## src/hdl/alnum_regs.vh

```
`ifndef ALNUM_REGS_VH
`define ALNUM_REGS_VH

// Register offsets (byte addresses)
`define OFF_CTRL 8'h00
`define OFF_STATUS 8'h04
`define OFF_INT_STAT 8'h08
`define OFF_INT_MASK 8'h0C

// Control fields
`define CTRL_DISP_EN_BIT 0
`define CTRL_RESET 1'h1

// Status fields
`define ST_LOC_LSB 0
`define ST_FULL_BIT 4
`define ST_POS_LSB 5
`define ST_STANDBY_BIT 8
`define ST_MODE_BIT 9

// Interrupt bits
`define IRQ_FULL_BIT 0
`define IRQ_WIPE_BIT 1
`define IRQ_WRITE_BIT 2
`define IRQ_W 3
`define IRQ_MASK_RESET 3'h0

// Character memory
`define MEM_DEPTH 8
`define MEM_AW 3
`define CODE_W 6
`define WIPE_CODE 6'h20
`define SEG_W 17

// Timing: 400 Hz frame over eight characters
`define CLK_PERIOD_NS 4
`define SLOT_TIME_NS 312500
`define BLANK_TIME_NS 1000
`define SCAN_CNT_W 17

`endif

```

## src/hdl/char_mem.v

```verilog
`timescale 1ns/1ns
`include "alnum_regs.vh"

module char_mem #(
    parameter DEPTH = `MEM_DEPTH,
    parameter AW = `MEM_AW,
    parameter DW = `CODE_W
) (
    input wire i_mclk, // Core clock
    input wire i_rst_n, // Async reset, active low
    input wire i_wipe, // Erase every entry
    input wire i_wr_en, // Write strobe, one cycle
    input wire [AW-1:0] i_wr_addr, // Write location
    input wire [DW-1:0] i_wr_data, // Write code
    input wire [AW-1:0] i_rd_addr, // Read location
    output reg [DW-1:0] o_rd_data_ff // Registered read code
);

    wire [DW*DEPTH-1:0] flat;

    genvar g;
    generate
        for (g = 0; g < DEPTH; g = g + 1)
        begin : gen_entry
            reg [DW-1:0] entry_ff;
            always @(posedge i_mclk or negedge i_rst_n)
            begin
                if (!i_rst_n)
                    entry_ff <= `WIPE_CODE;
                else if (i_wipe)
                    entry_ff <= `WIPE_CODE;
                else if (i_wr_en && (i_wr_addr == g))
                    entry_ff <= i_wr_data;
            end
            assign flat[g*DW +: DW] = entry_ff;
        end
    endgenerate

    always @(posedge i_mclk or negedge i_rst_n)
    begin
        if (!i_rst_n)
            o_rd_data_ff <= `WIPE_CODE;
        else
            o_rd_data_ff <= flat[i_rd_addr*DW +: DW];
    end

endmodule

```

## src/hdl/char_font.v

```verilog
`timescale 1ns/1ns
`include "alnum_regs.vh"

module char_font (
    input wire i_mclk, // Core clock
    input wire i_rst_n, // Async reset, active low
    input wire [5:0] i_code, // Six-bit character code
    output reg [16:0] o_seg_ff // Bit 16 decimal point, 15:0 segments
);

    reg [16:0] nxt_seg;

    // Mask-style table; 14-segment parts simply leave the split halves tied
    always @*
    begin
        case (i_code)
            6'h00: nxt_seg = 17'h0A3F7; 6'h01: nxt_seg = 17'h088CF;
            6'h02: nxt_seg = 17'h02A3F; 6'h03: nxt_seg = 17'h000F3;
            6'h04: nxt_seg = 17'h0223F; 6'h05: nxt_seg = 17'h080F3;
            6'h06: nxt_seg = 17'h080C3; 6'h07: nxt_seg = 17'h008FB;
            6'h08: nxt_seg = 17'h088CC; 6'h09: nxt_seg = 17'h02233;
            6'h0A: nxt_seg = 17'h0007C; 6'h0B: nxt_seg = 17'h094C0;
            6'h0C: nxt_seg = 17'h000F0; 6'h0D: nxt_seg = 17'h005CC;
            6'h0E: nxt_seg = 17'h011CC; 6'h0F: nxt_seg = 17'h000FF;
            6'h10: nxt_seg = 17'h088C7; 6'h11: nxt_seg = 17'h010FF;
            6'h12: nxt_seg = 17'h098C7; 6'h13: nxt_seg = 17'h088BB;
            6'h14: nxt_seg = 17'h02203; 6'h15: nxt_seg = 17'h000FC;
            6'h16: nxt_seg = 17'h044C0; 6'h17: nxt_seg = 17'h050CC;
            6'h18: nxt_seg = 17'h05500; 6'h19: nxt_seg = 17'h08884;
            6'h1A: nxt_seg = 17'h04433; 6'h1B: nxt_seg = 17'h02212;
            6'h1C: nxt_seg = 17'h01100; 6'h1D: nxt_seg = 17'h02221;
            6'h1E: nxt_seg = 17'h05000; 6'h1F: nxt_seg = 17'h00030;
            6'h20: nxt_seg = 17'h00000; 6'h21: nxt_seg = 17'h1000C;
            6'h22: nxt_seg = 17'h00204; 6'h23: nxt_seg = 17'h0AA3C;
            6'h24: nxt_seg = 17'h0AABB; 6'h25: nxt_seg = 17'h0EE99;
            6'h26: nxt_seg = 17'h09371; 6'h27: nxt_seg = 17'h00200;
            6'h28: nxt_seg = 17'h01400; 6'h29: nxt_seg = 17'h04100;
            6'h2A: nxt_seg = 17'h0FF00; 6'h2B: nxt_seg = 17'h0AA00;
            6'h2C: nxt_seg = 17'h04000; 6'h2D: nxt_seg = 17'h08800;
            6'h2E: nxt_seg = 17'h10000; 6'h2F: nxt_seg = 17'h04400;
            6'h30: nxt_seg = 17'h044FF; 6'h31: nxt_seg = 17'h0040C;
            6'h32: nxt_seg = 17'h08877; 6'h33: nxt_seg = 17'h0083F;
            6'h34: nxt_seg = 17'h0888C; 6'h35: nxt_seg = 17'h090B3;
            6'h36: nxt_seg = 17'h088FB; 6'h37: nxt_seg = 17'h0000F;
            6'h38: nxt_seg = 17'h088FF; 6'h39: nxt_seg = 17'h088BF;
            6'h3A: nxt_seg = 17'h02200; 6'h3B: nxt_seg = 17'h04200;
            6'h3C: nxt_seg = 17'h09400; 6'h3D: nxt_seg = 17'h08830;
            6'h3E: nxt_seg = 17'h04900; 6'h3F: nxt_seg = 17'h12807;
            default: nxt_seg = 17'h00000;
        endcase
    end

    always @(posedge i_mclk or negedge i_rst_n)
    begin
        if (!i_rst_n)
            o_seg_ff <= 17'h00000;
        else
            o_seg_ff <= nxt_seg;
    end

endmodule

```

## src/hdl/alnum_display_controller.v

```verilog
// Register access over APB and the placing of the registers were chosen for this implementation.
`timescale 1ns/1ns
`include "alnum_regs.vh"

// Summary of operation
// - Eight six-bit entries hold codes taken straight from the host data pins.
// - Each stored code passes a 64-entry font table to 16 segments plus point.
// - Mode pin high means sequential entry, low means addressed entry.
// - First sequential write after a wipe lands in location zero, leftmost.
// - Later sequential writes go one location higher, counter advancing until it reaches eight.
// - Full flag rises once eight sequential entries are stored, for cascading.
// - Wipe erases all entries and returns the location counter to zero.
// - Addressed writes store at the supplied three-bit location.
// - Scan runs continuously except in standby or while a host write is in progress.
// - Scan enables the character driver matching the location being decoded.
// - All segments blank briefly between successive character positions.
// - Standby turns the display off and parks the scan.
// - In sequential mode a low location bit 1 pin wipes counter, memory and display.
// - Shared pin is address MSB in addressed mode, full output in sequential.
module alnum_display_controller #(
    parameter SLOT_CYC = `SLOT_TIME_NS / `CLK_PERIOD_NS,
    parameter BLANK_CYC = (`BLANK_TIME_NS + `CLK_PERIOD_NS - 1) / `CLK_PERIOD_NS
) (
    input wire i_mclk, // Core clock, 250 MHz
    input wire i_rst_n, // Async reset, active low
    input wire i_psel, // APB select
    input wire i_penable, // APB enable
    input wire i_pwrite, // APB direction
    input wire [7:0] i_paddr, // APB byte address
    input wire [31:0] i_pwdata, // APB write data
    output reg [31:0] o_prdata, // APB read data
    output wire o_pready, // APB ready
    output wire o_pslverr, // APB error on unmapped address
    input wire [5:0] i_data, // Character code pins
    input wire i_cs_n, // Chip select, active low
    input wire i_cs, // Chip select, active high
    input wire i_wr_n, // Write strobe, active low
    input wire i_mode, // High sequential, low addressed
    input wire i_addr0, // Location bit 0
    input wire i_addr1_or_wipe, // Location bit 1, or wipe when low
    input wire i_addr2_or_full_flag, // Shared pin, input side
    output wire o_addr2_or_full_flag, // Shared pin, output side
    output wire o_addr2_or_full_flag_oe, // Shared pin drive enable
    input wire i_oscillator_standby_n, // Low requests standby
    output reg [16:0] o_segments, // Segment drive, bit 16 point
    output reg [7:0] o_char_en, // One-hot character drive
    output wire o_irq // Level interrupt
);

    // Pipeline is address, memory read, font; blank must cover it
    localparam BLANK_EFF = (BLANK_CYC < 3) ? 3 : BLANK_CYC;
    localparam [`SCAN_CNT_W-1:0] SLOT_LAST = SLOT_CYC[`SCAN_CNT_W-1:0] - {{(`SCAN_CNT_W-1){1'b0}}, 1'b1};
    localparam [`SCAN_CNT_W-1:0] BLANK_END = BLANK_EFF[`SCAN_CNT_W-1:0];
    localparam PIN_W = 15;

    localparam SCAN_RUN = 2'b00;
    localparam SCAN_HOLD = 2'b01;
    localparam SCAN_SLEEP = 2'b10;

    // Pin synchronisers
    reg [PIN_W-1:0] pin_meta_ff;
    reg [PIN_W-1:0] pin_sync_ff;
    wire [PIN_W-1:0] pin_raw;

    assign pin_raw = {i_data, i_cs_n, i_cs, i_wr_n, i_mode, i_addr0, i_addr1_or_wipe,
        i_addr2_or_full_flag, i_oscillator_standby_n, 1'b0};

    always @(posedge i_mclk or negedge i_rst_n)
    begin
        if (!i_rst_n)
        begin
            // Idle pin levels: no false standby, shared pin not driven in reset
            pin_meta_ff <= 15'h014A;
            pin_sync_ff <= 15'h014A;
        end
        else
        begin
            pin_meta_ff <= pin_raw;
            pin_sync_ff <= pin_meta_ff;
        end
    end

    wire [5:0] s_data = pin_sync_ff[14:9];
    wire s_cs_n = pin_sync_ff[8];
    wire s_cs = pin_sync_ff[7];
    wire s_wr_n = pin_sync_ff[6];
    wire s_mode = pin_sync_ff[5];
    wire s_a0 = pin_sync_ff[4];
    wire s_a1 = pin_sync_ff[3];
    wire s_a2 = pin_sync_ff[2];
    wire s_run_n = pin_sync_ff[1];

    // Host write capture
    reg wr_prev_ff;
    reg sel_prev_ff;
    reg [5:0] data_prev_ff;
    reg [2:0] addr_prev_ff;
    reg mode_prev_ff;

    wire selected = ~s_cs_n & s_cs;
    wire write_busy = ~s_wr_n & selected;
    wire wipe = s_mode & ~s_a1;
    wire standby = ~s_run_n;

    always @(posedge i_mclk or negedge i_rst_n)
    begin
        if (!i_rst_n)
        begin
            wr_prev_ff <= 1'b1;
            sel_prev_ff <= 1'b0;
            data_prev_ff <= 6'h00;
            addr_prev_ff <= 3'h0;
            mode_prev_ff <= 1'b0;
        end
        else
        begin
            wr_prev_ff <= s_wr_n;
            sel_prev_ff <= selected;
            data_prev_ff <= s_data;
            addr_prev_ff <= {s_a2, s_a1, s_a0};
            mode_prev_ff <= s_mode;
        end
    end

    // Values from the last low cycle survive a zero data hold time
    wire commit = ~wr_prev_ff & s_wr_n & sel_prev_ff & ~wipe;

    // Location counter and full flag
    reg [3:0] loc_ff;
    reg [3:0] nxt_loc;
    reg full_ff;
    reg nxt_full;
    reg mem_wr_en;
    reg [2:0] mem_wr_addr;

    always @*
    begin
        nxt_loc = loc_ff;
        mem_wr_en = 1'b0;
        mem_wr_addr = addr_prev_ff;
        if (wipe)
        begin
            nxt_loc = 4'h0;
        end
        else if (commit && mode_prev_ff)
        begin
            // Writes beyond eight are left for the next cascaded device
            if (loc_ff != 4'h8)
            begin
                mem_wr_en = 1'b1;
                mem_wr_addr = loc_ff[2:0];
                nxt_loc = loc_ff + 4'h1;
            end
        end
        else if (commit)
        begin
            mem_wr_en = 1'b1;
        end
        nxt_full = (nxt_loc == 4'h8);
    end

    always @(posedge i_mclk or negedge i_rst_n)
    begin
        if (!i_rst_n)
        begin
            loc_ff <= 4'h0;
            full_ff <= 1'b0;
        end
        else
        begin
            loc_ff <= nxt_loc;
            full_ff <= nxt_full;
        end
    end

    assign o_addr2_or_full_flag = full_ff;
    assign o_addr2_or_full_flag_oe = s_mode;

    // Scan sequencer
    reg [1:0] scan_state_ff;
    reg [1:0] nxt_scan_state;
    reg [`SCAN_CNT_W-1:0] slot_cnt_ff;
    reg [`SCAN_CNT_W-1:0] nxt_slot_cnt;
    reg [2:0] pos_ff;
    reg [2:0] nxt_pos;

    always @*
    begin
        nxt_scan_state = scan_state_ff;
        nxt_slot_cnt = slot_cnt_ff;
        nxt_pos = pos_ff;
        case (scan_state_ff)
            SCAN_RUN:
            begin
                if (standby)
                    nxt_scan_state = SCAN_SLEEP;
                else if (write_busy)
                    nxt_scan_state = SCAN_HOLD;
                else if (slot_cnt_ff == SLOT_LAST)
                begin
                    nxt_slot_cnt = {`SCAN_CNT_W{1'b0}};
                    nxt_pos = pos_ff + 3'h1;
                end
                else
                    nxt_slot_cnt = slot_cnt_ff + 1'b1;
            end
            SCAN_HOLD:
            begin
                if (standby)
                    nxt_scan_state = SCAN_SLEEP;
                else if (!write_busy)
                    nxt_scan_state = SCAN_RUN;
            end
            SCAN_SLEEP:
            begin
                nxt_slot_cnt = {`SCAN_CNT_W{1'b0}};
                nxt_pos = 3'h0;
                if (!standby)
                    nxt_scan_state = SCAN_RUN;
            end
            default:
            begin
                nxt_scan_state = SCAN_RUN;
            end
        endcase
    end

    always @(posedge i_mclk or negedge i_rst_n)
    begin
        if (!i_rst_n)
        begin
            scan_state_ff <= SCAN_RUN;
            slot_cnt_ff <= {`SCAN_CNT_W{1'b0}};
            pos_ff <= 3'h0;
        end
        else
        begin
            scan_state_ff <= nxt_scan_state;
            slot_cnt_ff <= nxt_slot_cnt;
            pos_ff <= nxt_pos;
        end
    end

    // Memory and font
    wire [5:0] rd_code;
    wire [16:0] font_seg;

    char_mem #(
        .DEPTH(`MEM_DEPTH),
        .AW(`MEM_AW),
        .DW(`CODE_W)
    ) u_mem (
        .i_mclk(i_mclk),
        .i_rst_n(i_rst_n),
        .i_wipe(wipe),
        .i_wr_en(mem_wr_en),
        .i_wr_addr(mem_wr_addr),
        .i_wr_data(data_prev_ff),
        .i_rd_addr(pos_ff),
        .o_rd_data_ff(rd_code)
    );

    char_font u_font (
        .i_mclk(i_mclk),
        .i_rst_n(i_rst_n),
        .i_code(rd_code),
        .o_seg_ff(font_seg)
    );

    // Display drive
    reg disp_en_ff;
    wire in_blank = (slot_cnt_ff < BLANK_END);
    wire lit = (scan_state_ff != SCAN_SLEEP) & ~standby & disp_en_ff & ~in_blank;

    always @(posedge i_mclk or negedge i_rst_n)
    begin
        if (!i_rst_n)
        begin
            o_segments <= 17'h00000;
            o_char_en <= 8'h00;
        end
        else if (lit)
        begin
            o_segments <= font_seg;
            o_char_en <= 8'h01 << pos_ff;
        end
        else
        begin
            o_segments <= 17'h00000;
            o_char_en <= 8'h00;
        end
    end

    // Interrupt events
    reg wipe_prev_ff;
    reg [`IRQ_W-1:0] int_stat_ff;
    reg [`IRQ_W-1:0] int_mask_ff;
    wire [`IRQ_W-1:0] events;

    always @(posedge i_mclk or negedge i_rst_n)
    begin
        if (!i_rst_n)
            wipe_prev_ff <= 1'b0;
        else
            wipe_prev_ff <= wipe;
    end

    assign events = {mem_wr_en, wipe & ~wipe_prev_ff, nxt_full & ~full_ff};
    assign o_irq = |(int_stat_ff & int_mask_ff);

    // APB slave, zero wait states
    wire apb_setup = i_psel & ~i_penable;
    wire apb_wr = i_psel & i_penable & i_pwrite;
    wire mapped = (i_paddr == `OFF_CTRL) | (i_paddr == `OFF_STATUS) |
        (i_paddr == `OFF_INT_STAT) | (i_paddr == `OFF_INT_MASK);
    wire [`IRQ_W-1:0] w1c = (apb_wr && i_paddr == `OFF_INT_STAT) ? i_pwdata[`IRQ_W-1:0] : 3'h0;

    assign o_pready = 1'b1;
    assign o_pslverr = i_psel & i_penable & ~mapped;

    always @(posedge i_mclk or negedge i_rst_n)
    begin
        if (!i_rst_n)
        begin
            disp_en_ff <= `CTRL_RESET;
            int_mask_ff <= `IRQ_MASK_RESET;
            int_stat_ff <= 3'h0;
        end
        else
        begin
            // Set beats a simultaneous clear
            int_stat_ff <= (int_stat_ff & ~w1c) | events;
            if (apb_wr && i_paddr == `OFF_CTRL)
                disp_en_ff <= i_pwdata[`CTRL_DISP_EN_BIT];
            if (apb_wr && i_paddr == `OFF_INT_MASK)
                int_mask_ff <= i_pwdata[`IRQ_W-1:0];
        end
    end

    reg [31:0] nxt_rdata;

    always @*
    begin
        nxt_rdata = 32'h00000000;
        case (i_paddr)
            `OFF_CTRL:
                nxt_rdata[`CTRL_DISP_EN_BIT] = disp_en_ff;
            `OFF_STATUS:
            begin
                nxt_rdata[`ST_LOC_LSB +: 4] = loc_ff;
                nxt_rdata[`ST_FULL_BIT] = full_ff;
                nxt_rdata[`ST_POS_LSB +: 3] = pos_ff;
                nxt_rdata[`ST_STANDBY_BIT] = standby;
                nxt_rdata[`ST_MODE_BIT] = s_mode;
            end
            `OFF_INT_STAT:
                nxt_rdata[`IRQ_W-1:0] = int_stat_ff;
            `OFF_INT_MASK:
                nxt_rdata[`IRQ_W-1:0] = int_mask_ff;
            default:
                nxt_rdata = 32'h00000000;
        endcase
    end

    always @(posedge i_mclk or negedge i_rst_n)
    begin
        if (!i_rst_n)
            o_prdata <= 32'h00000000;
        else if (apb_setup && !i_pwrite)
            o_prdata <= nxt_rdata;
    end

endmodule

```

## config.mk

```make
export PLATFORM = sky130hd
export DESIGN_NAME = alnum_display_controller
export DESIGN_NICKNAME = d
export VERILOG_FILES = /design/src/hdl/char_mem.v /design/src/hdl/char_font.v /design/src/hdl/alnum_display_controller.v
export VERILOG_INCLUDE_DIRS = /design/src /design/src/hdl
export SDC_FILE = /design/constraint.sdc
export NUM_CORES = 1
export LEC_CHECK = 0
export BUFFER_PORTS_ARGS = -buffer_cell sky130_fd_sc_hd__buf_2
export CORE_UTILIZATION = 40
export CTS_BUF_LIST = sky130_fd_sc_hd__clkbuf_4 sky130_fd_sc_hd__clkbuf_8 sky130_fd_sc_hd__clkbuf_16
export DETAILED_ROUTE_END_ITERATION = 6
export GPL_TIMING_DRIVEN = 1
export PLACE_DENSITY = 0.62
export SETUP_SLACK_MARGIN = 0.3
export SLEW_MARGIN = 20
export SYNTH_ARGS = -nofsm -noshare
export SYNTH_HDL_FRONTEND = slang
export SYNTH_SLANG_ARGS = --single-unit
export TNS_END_PERCENT = 100
```

## constraint.sdc

```tcl
create_clock -name i_mclk -period 2.1 [get_ports i_mclk]
set_input_delay 0.105 -clock i_mclk [delete_from_list [all_inputs] [get_ports i_mclk]]
set_output_delay 0.105 -clock i_mclk [all_outputs]
set_load 0.1 [all_outputs]
```

Yosys cells after proc, flatten, opt, wreduce, memory -nomap -nowiden. Memories as Yosys holds them, arrays and structs flattened. A register that Yosys moved wholly into a read port is not among the register bits. Cells that the tools add are included.

Add/subtract/negate cells: 3. $mul: 1. $lt $le $gt $ge: 1. Equal/unequal tests: 22. Shift operators: 2. Multiplexer cells: 46. Bitwise operators: 33. Reduce and logical (&&, ||, !) cells: 31.

Operators with widths (number): $mux 6 (16); $mux 17 (4); $shiftx 48x7->6 (1); $pmux 17 s2 (1); $mux 3 (7); $reduce_bool 2->1 (9); $add 17x1->17 const B (1); $eq 17x17->1 const B (1); $lt 17x8->1 const B (1); $eq 8x4->1 const B (2); $and 1x1->1 (15); $logic_and 1x1->1 (13); $eq 3x3->1 const B (4); $mux 4 (3); $pmux 2 s3 (2); $not 1->1 (11); $mux 2 (5); $ne 2x2->1 const B (5); $eq 8x3->1 const B (1); $logic_not 8->1 (1); $mux 8 (1); $shl 1x3->8 const A (1); $mux 7 (1); $and 3x3->3 (2); other kinds (22) (31).

Bits in registers: 164. Memory bits (read-only): 1088. Memories: 1.

Memories: (name not given) (depth 64, width 17, read ports 1, clocked after memory_dff 1, wr ports 0, line char_font.v:16) `case (i_code)`.

Logic depth before layout (Yosys ltp). Gate-level depths: netlist of run 1.

Depth after elaboration: 11. Depth in mapped cells: 10. Depth with buffers taken out: 7.

Modules after synthesis. Synthesis of run 1 repeated with hierarchy kept, for this count alone.

Cells, all modules: 802. Area total of the unflattened synthesis: 8883.5 sq um.

By module, submodules not included: alnum_display_controller (times used 1, cells an instance 370, area each 4424.2 sq um, seq. area each 2765.2 sq um); char_mem (times used 1, cells an instance 197, area each 2595.0 sq um, seq. area each 1362.6 sq um); char_font (times used 1, cells an instance 235, area each 1864.3 sq um, seq. area each 425.4 sq um).

Worst setup path before layout of run 1. Ideal clock, no wire load.

Path type: reg-to-reg. Start point: register pin_sync_ff[5]. End point: register u_mem.gen_entry[3].entry_ff[0]. Data arrival time: 2.121 ns. Required time: 1.972 ns. Setup slack: -0.148 ns. Stages on the path, launching flop included: 9. Buffers on the path: 3. Path through: dfrtp_1 > nand2b_1 > buf_2 > inv_1 > buf_2 > o31ai_1 > and4_1 > buf_2 > o21ai_0.

Word-level cells in the longest chain between the ends: 9. Elaborated cells on any way between the ends: 13. Those cells by class: 1 x eq/ne; 6 x mux; 3 x bitwise; 3 x reduce/logical.

Ends and longest elaborated chain: start: declaration (line alnum_display_controller.v:62) `reg [PIN_W-1:0] pin_sync_ff;`; start signal: assignment (line alnum_display_controller.v:79) `pin_sync_ff <= pin_meta_ff;`; $and 1x1->1 (*) (line alnum_display_controller.v:102) `wire wipe = s_mode & ~s_a1;`; $not 1->1 (line alnum_display_controller.v:126) `wire commit = ~wr_prev_ff & s_wr_n & sel_prev_ff & ~wipe;`; $and 1x1->1 (line alnum_display_controller.v:126); $logic_and 1x1->1 (line alnum_display_controller.v:145) `else if (commit && mode_prev_ff)`; $mux 3 (line alnum_display_controller.v:145); $mux 3 (line alnum_display_controller.v:141) `if (wipe)`; $eq 3x2->1 (line char_mem.v:32) `else if (i_wr_en && (i_wr_addr == g))`; $logic_and 1x1->1 (line char_mem.v:32); $reduce_bool 2->1 (no source line); end signal: assignment (line char_mem.v:29) `` entry_ff <= `WIPE_CODE; ``; end signal: assignment (line char_mem.v:31) `` entry_ff <= `WIPE_CODE; ``; end signal: assignment (line char_mem.v:33) `entry_ff <= i_wr_data;`; end: declaration (line char_mem.v:25) `reg [DW-1:0] entry_ff;`.

Mark *: on every way between the ends. The rest lies on a longest branch, timed or not. A chain may end at the register's enable or synchronous reset.

Worst setup path in the final report of run 1.
Start point: register pin_sync_ff[6]. End point: register u_mem.gen_entry[3].entry_ff[2].

Word-level cells in the longest chain between the ends: 9. Elaborated cells on any way between the ends: 12. Those cells by class: 1 x eq/ne; 5 x mux; 3 x bitwise; 3 x reduce/logical.

Ends and longest elaborated chain (line): $and 1x1->1 (*) (3 in series) (alnum_display_controller.v:126); $logic_and 1x1->1 (alnum_display_controller.v:145); $mux 3 (alnum_display_controller.v:145); $mux 3 (alnum_display_controller.v:141); $eq 3x2->1 (char_mem.v:32); $logic_and 1x1->1 (*) (char_mem.v:32); $reduce_bool 2->1 (no source line) (*).

Marks and branches as above.

==> results of run 1 <==
routing by layer:
| layer | GRT usage, % | routed length (µm) | vias to the layer above |
|---|---|---|---|
| li1 | - | - | 3154 |
| met1 | 24.7 | 8830 | 3292 |
| met2 | 29.0 | 9780 | 194 |
| met3 | 3.78 | 938 | 34 |
| met4 | 7.27 | 457 | 0 |
| met5 | 0 | 0 | - |
worst paths after layout:
kind,from,to
worst max-delay path,pin_sync_ff[6]$_DFF_PN1_,u_mem.gen_entry[3].entry_ff[2]$_DFFE_PN0P_
worst min-delay path,i_paddr[0],o_prdata[2]$_DFFE_PN0P_
worst max register to register,pin_sync_ff[6]$_DFF_PN1_,u_mem.gen_entry[3].entry_ff[2]$_DFFE_PN0P_
worst min register to register,pin_meta_ff[2]$_DFF_PN0_,pin_sync_ff[2]$_DFF_PN0_
max in group asynchronous,i_rst_n,pin_meta_ff[3]$_DFF_PN1_
min in group asynchronous,i_rst_n,o_segments[10]$_DFF_PN0_
sequential cells by signal, indices dropped and copies added (netlist names), 8 cells and up:
| name | flops |
|---|---|
| o_char_en | 8 |
| o_segments | 17 |
| pin_meta_ff | 14 |
| slot_cnt_ff | 17 |
| pin_sync_ff | 14 |
| u_mem.gen_entry.entry_ff | 48 |
| o_prdata | 10 |
| u_font.o_seg_ff | 17 |
critical path, stage by stage (launching register included):
cell      delay [ps]
dfstp_2          610
nand4b_1         280
o31ai_4          320
and4_4           290
buf_4            150
nand2_1           60
o21ai_1           80
where the power goes:
| group | switching, µW | internal (µW) |
|---|---|---|
| sequential | 89.8 | 3660 |
| combinational | 782 | 425 |
| clock | 1390 | 2040 |
kinds of logic (layout without fill, tap and decap cells):
family | count (synthesis) | count (layout) | synth area share (%)
AO/OA/AOI/OAI | 165 | 165 | 12.7
XOR/XNOR | 13 | 13 | 1.30
adder cells (fa/ha/maj) | 17 | 17 | 2.44
buffers and inverters | 99 | 237 | 5.48
flip-flops | 181 | 181 | 52.2
multiplexers | 65 | 65 | 9.42
other | 2 | 23 | 0.0860
AND/OR/NAND/NOR | 284 | 284 | 16.4
cell usage after synthesis (all sizes together) (7+ instances only):
cell type,count
dfstp,19
o211ai,11
buf,38
a21oi,37
clkbuf,39
nor3,10
mux4,13
nor2b,10
xnor2,9
o21ai,45
and3,17
mux2,7
nand2b,13
dfrtp,162
nor2,64
nand3,19
nand2,91
mux2i,45
ha,17
and2,24
inv,18
per-stage QoR:
step / utilization [%] / setup WS [ps] / hold WS [ps] / total power, µW
2_1_floorplan: - / 249 / -191 / 4580
3_3_place_gp: 45.7 / 58.5 / 89.0 / 4890
3_5_place_dp: 45.7 / 77.7 / 92.2 / 4890
4_1_cts: 50.8 / 138 / 0.860 / 8410
5_1_grt: 52.6 / 158 / 33.2 / 8750
6_report: 52.6 / 221 / 13.0 / 8380
timing repair:
action,in CTS,in global routing
resized for setup,29,66
setup endpoints to repair,64,84
pin swaps,16,29
endpoints found under the hold margin,77,0
buffers inserted,16,19
hold buffers,22,0
gates cloned,1,1
placed cells by master, fill, tap and decap left out, types with 7 or more instances in the layout:
cell / instances
o21ai_1: 15
o211ai_1: 9
nand2b_1: 12
conb_1: 23
nor2b_1: 7
dfrtp_1: 154
and2_1: 24
buf_12: 8
dfstp_2: 19
mux4_2: 13
nand3_1: 19
and3_1: 14
nand2_1: 84
mux2i_1: 45
nor2_1: 63
buf_4: 78
a21oi_1: 31
nor3_1: 8
xnor2_1: 9
dfrtp_2: 7
clkbuf_16: 17
buf_2: 67
o21ai_0: 25
inv_1: 14
ha_1: 10
dlygate4sd3_1: 22
final cells by class:
| class | count | area [µm²] | share of cell area, % |
|---|---|---|---|
| multi-input combinational | 567 | 4100 | 36.8 |
| timing repair buffer | 183 | 1410 | 12.6 |
| inverter | 22 | 93.8 | 0.841 |
| sequential | 181 | 4570 | 40.9 |
| tap | 275 | 344 | 3.09 |
| clock inverter | 14 | 198 | 1.77 |
| clock buffer | 18 | 439 | 3.94 |
==> results.md, run 1 <==
* DRC at 0
* FMAX at between 500 and 600 MHz
* Path class of the lowest-slack min-delay path: primary input to register
* Yosys top cell area share at a little under half
* Port Buffers at 68
* DP HPWL at 13300 µm
* Endpoint required time on the critical path at around 2500 ps
* Post-Synthesis Cells at roughly 830
* Maximum VDD drop at around 0.52 mV
* Worst-case clock skew at roughly 9 ps
* Total cell area at the placement stage at 9690 µm²
* Final std cells w/o fill at ~1300
* Slew margin rel. at a little over half
* Number of distinct library cell variants in the gate-level netlist after synthesis at 73
* Number of violations reported at the end of detailed-routing iteration 0 at approximately 420
* WHS Path Cells at 4
* Number of rows in the core area at 53
* Initial core utilization at about two fifths
* Clock network latency to the later pin of the worst-skew pair at 430 ps
* Area contributors post-synth: dfrtp_1 (46%), dfstp_2 (5.7%), mux2i_1 (5.2%)
* Inst Count DP at roughly 1200
* Largest net degree at the start of global routing at 54
* Sequential-to-total area share from yosys stat at 52.2%
* Weighted congestion reported at the end of routability-driven placement at 0.910
* Initial DRT Pass Iterations at 5
* Antenna violations before repair at 0
* Worst setup path class: register to register
* Most common flop cell mapped by yosys: dfrtp_1
* Maximum clock path buffer count at 2
* Post-Layout Inst Area at 11200 µm²
* Total count of hold-check failures in the final report at 0
* RSZ-0062 raised after global routing: yes
* Register-to-register path setup slack at between 200 and 250 ps
* Width of the chip at around 150 µm
* TritonCTS clock tree: built
* Core outline area at 21200 µm²
* GRT Resource Usage Total at between 15 and 20%
* Setup tns final at 0 ps
* Biggest fanout along the worst timing path at 6
* Layout cells sized above 1 at a little under a third
* Clock Sinks at around 180
* DR vias at ~6700
* Layout area overhead at 27.8%
* Final worst path period need at 1880 ps
* Fin. max-slew vios at 0
* Chip Height at about 150 µm
* Max-cap viol count at 0
* Clock transition at the registers of the reported paths at roughly 70 ps
* # IOs at approximately 120
* Wire length of the first global-routing pass at approximately 32000 µm
* Depth of the CTS H-tree at 4
* Fraction of registers with async set or reset after synthesis at 100%
* Fill cell instance count of the final layout at ~1900
* Capturing element type of the critical path: register
* Residual overflow from global routing at 0
* Data arrival time at the worst-slack endpoint at 2230 ps
* Number of buffers added by the clock tree synthesis step at 17
* Cell Pwr Density at 752 nW/µm²
* Final setup viols at 0
* Number of cells on the worst reg-to-reg path at 6
* LEAKAGE at about 0.0053 µW
* Vias in the first global route at 6293
* Transition time at the pin with the least slew margin at 687 ps
* Diode count at 0
* Number of enable-type register cells in the synthesized netlist at 0
* Post-synthesis instance area at between 8000 and 9000 µm²
* Yosys reg bits at 181
* Critical path launch point type: register
* Warning count from the yosys run at 0
* Overall die area at roughly 22000 µm²
* Largest area contributor in the synthesized netlist: dfrtp_1
* Ratio of final minimum period to clock period at 89.5%
* Routed via count divided by cell count at about 5.3
* Average detailed-routed wire length per instance at between 15 and 20 µm
* Synthesized area per cell at approximately 11 µm²
* WL final at roughly 20000 µm
* Run status: completed
* Root buf cell: clkbuf_16
* NumNets Final at ~1000
* Antenna Nets Post-Route at 0
Power figures use the tool's default switching activity.
==> inputs of run 2 (changes only) <==
--- a/config.mk
+++ b/config.mk
@@ -12,7 +12,7 @@
 export DETAILED_ROUTE_END_ITERATION = 6
 export GPL_TIMING_DRIVEN = 1
 export PLACE_DENSITY = 0.62
-export SETUP_SLACK_MARGIN = 0.3
+export SETUP_SLACK_MARGIN = 0.1
 export SLEW_MARGIN = 20
 export SYNTH_ARGS = -nofsm -noshare
 export SYNTH_HDL_FRONTEND = slang
==> run 2 against run 1 <==
  * Maximum frequency fell by 7.9%
  * Cell count fell by 2.5%
  * Final area fell by 4.2%
  * Critical path depth did not move
  * Critical path type unchanged
  * Sequential cell count did not move
  * Largest power group unchanged
  * Setup slack got worse by 160 ps
  * Global-route usage barely moved
==> results.md, run 2 (synthesized netlist as in run 1, its figures left out) <==
* Run status: completed (unchanged)
* Clock network latency to the later pin of the worst-skew pair at 430 ps (about the same)
* LEAKAGE at 0.00513 µW (was 0.00534 µW)
* Worst-case clock skew at 5.03 ps (was 9.16 ps)
* Kind of cell adding the most delay to the critical path: simple AND/OR/NAND/NOR gates (unchanged)
* Width of the chip at 150 µm (unchanged)
* DRC at 0 (unchanged)
* Path class of the lowest-slack min-delay path: primary input to register (unchanged)
* Final worst path period need at 2040 ps (was 1880 ps)
* Clock transition at the registers of the reported paths at 70 ps (about the same)
* Antenna Nets Post-Route at 0 (unchanged)
* TritonCTS clock tree: built (unchanged)
* Max FFs per register at 48 (unchanged)
* Net switching power at 2260 µW (about the same)
* Antenna violations before repair at 0 (unchanged)
* RSZ-0062 raised after global routing: yes (unchanged)
* Maximum VDD drop at 0.565 mV (was 0.521 mV)
* Most common cell after layout, fill and taps aside: dfrtp_1 (unchanged)
* WL final at 19600 µm (was 20000 µm)
* Endpoint required time on the critical path at 2420 ps (was 2460 ps)
* Core outline area at 21200 µm² (unchanged)
* Depth of the CTS H-tree at 4 (unchanged)
* Fill cell instance count of the final layout at 1906 (was 1871)
* Layout area overhead at 22.4% (was 27.8%)
* # IOs at 121 (unchanged)
* Capturing element type of the critical path: register (unchanged)
* Number of rows in the core area at 53 (unchanged)
* Residual overflow from global routing at 0 (unchanged)
* Number of buffers added by the clock tree synthesis step at 17 (unchanged)
* Fraction of power consumed by the clock network at 41.5% (was 40.9%)
* Highest-count cells in the layout ignoring fill and taps: dfrtp_1 (159), nand2_1 (87), buf_2 (67), buf_4 (56), nor2_1 (53) (was dfrtp_1 (154), nand2_1 (84), buf_4 (78), buf_2 (67), nor2_1 (63))
* GRT Resource Usage Total at 18.4% (about the same)
* Root buf cell: clkbuf_16 (unchanged)
* Slew margin rel. at 62.9% (was 54.1%)
* FMAX at 490 MHz (was 532 MHz)
* Register-to-register path setup slack at 60 ps (was 220 ps)
* Vias in the first global route at 6226 (was 6293)
* Diode count at 0 (unchanged)
* Total cell area at the placement stage at 9580 µm² (was 9690 µm²)
* Worst setup path class: register to register (unchanged)
* Initial DRT Pass Iterations at 5 (unchanged)
* Transition time at the pin with the least slew margin at 543 ps (was 687 ps)
* DR vias at 6502 (was 6674)
* Largest net degree at the start of global routing at 51 (was 54)
* Routed via count divided by cell count at 5.29 (was 5.30)
* Maximum clock path buffer count at 2 (unchanged)
* Fin. max-slew vios at 0 (unchanged)
* Overall die area at 22400 µm² (unchanged)
* Slowest stage cell on the critical path: or4_4 (was dfstp_2)
* Post-Layout Inst Area at 10700 µm² (was 11200 µm²)
* Number of violations reported at the end of detailed-routing iteration 0 at 342 (was 424)
* Clock Sinks at 181 (unchanged)
* Proportion of power drawn by combinational gates at 13.8% (was 14.4%)
* Cell Pwr Density at 783 nW/µm² (was 752 nW/µm²)
* DP HPWL at 13400 µm (was 13300 µm)
* Chain of cells forming the critical path: or4_4 -> nor4_4 -> a21oi_4 -> nor2_4 -> clkbuf_16 -> nor2_2 (was nand4b_1 -> o31ai_4 -> and4_4 -> buf_4 -> nand2_1 -> o21ai_1)
* Total count of hold-check failures in the final report at 0 (unchanged)
* Worst path buffer plus inverter count at 1 (unchanged)
* Final setup viols at 0 (unchanged)
* Biggest fanout along the worst timing path at 5 (was 6)
* Wire length of the first global-routing pass at 32100 µm (about the same)
* Layout cells sized above 1 at 26.6% (was 31.3%)
* Ratio of final minimum period to clock period at 97.2% (was 89.5%)
* Initial core utilization at 41.1% (unchanged)
* Share of total power consumed by net switching at 27.0% (about the same)
* Port Buffers at 68 (unchanged)
* Average detailed-routed wire length per instance at 16.0 µm (was 15.9 µm)
* Internal Power at 6110 µW (was 6120 µW)
* Register ranked first by flip-flop count: u_mem.gen_entry.entry_ff (unchanged)
* Worst-case hold slack at 34.5 ps (was 13.0 ps)
* Delay contributed by the slowest stage of the critical path at 550 ps (was 610 ps)
* Max-cap viol count at 0 (unchanged)
* Weighted congestion reported at the end of routability-driven placement at 0.890 (was 0.910)
* Critical path launch point type: register (unchanged)
* Setup tns final at 0 ps (unchanged)
* NumNets Final at 1017 (was 1048)
* Power share of the sequential group at 44.7% (about the same)
* Data arrival time at the worst-slack endpoint at 2360 ps (was 2230 ps)
* Chip Height at 150 µm (unchanged)
-- run 2: cell types whose count changed in the layout (fill, tap and decap cells not counted), sizes merged --
| cell | previous run | this run |
|---|---|---|
| buf | 160 | 130 |
| clkbuf | 19 | 21 |
| clkinv | 9 | 6 |
| clkinvlp | 1 | 2 |
| dlygate4sd3 | 22 | 20 |
| inv | 22 | 23 |
-- run 2: through the flow --
stage	worst slack (ps)	instances	power, µW	util [%]
6_report	59.2	1229	8370	50.4
3_5_place_dp	62.5	1166	4900	45.2
5_1_grt	9.95	1229	8740	50.4
3_3_place_gp	87.9	1166	4880	45.2
2_1_floorplan	115	847	4560	-
4_1_cts	104	1218	8420	49.2
-- run 2: final cells by class --
cell class	count	area (µm²)	area share (%)
clock inverters	13	195	1.83
repair buffers	152	1120	10.5
clock buffers	19	447	4.18
well taps	275	344	3.22
flip-flops and latches	181	4560	42.7
multi-input cells	567	3940	36.9
inverters	22	83.8	0.784
-- run 2: timing repair --
action                                 in CTS  in global routing
cloned                                      0                  2
endpoints found under the hold margin      69                  0
hold buffers                               20                  0
setup buffers                               0                  9
resized for setup                           5                 48
pin swaps                                   1                 12
setup endpoints to repair                  10                 44
-- run 2: power groups by stage --
stage	clock network (µW)	registers [µW]	logic, µW
floorplan	0	3780	777
global placement	0	3800	1080
detailed placement	0	3810	1090
CTS	3560	3740	1120
global route	3710	3760	1270
finish	3470	3740	1160
-- run 2: layer usage --
metal  GRT usage (%)  share of wire (%)
met5               0                  0
met3            3.93                4.3
met4            6.31                1.6
met2            30.0                 50
met1            24.1                 44
-- run 2: final timing paths --
check	cells after the start	to	start
max reg2reg	6	slot_cnt_ff[6]$_DFFE_PN0P_	slot_cnt_ff[11]$_DFFE_PN0P_
min	4	o_prdata[2]$_DFFE_PN0P_	i_penable
max in group asynchronous	3	u_mem.gen_entry[4].entry_ff[5]$_DFFE_PN1P_	i_rst_n
min in group asynchronous	2	o_segments[3]$_DFF_PN0_	i_rst_n
max	6	slot_cnt_ff[6]$_DFFE_PN0P_	slot_cnt_ff[11]$_DFFE_PN0P_
min reg2reg	0	data_prev_ff[5]$_DFF_PN0_	pin_sync_ff[14]$_DFF_PN0_
-- run 2: worst register-to-register path: stages (launching register included) --
cell and delay [ps]:
dfrtp_1 400, or4_4 550, nor4_4 350, a21oi_4 140, nor2_4 250, clkbuf_16 200, nor2_2 40
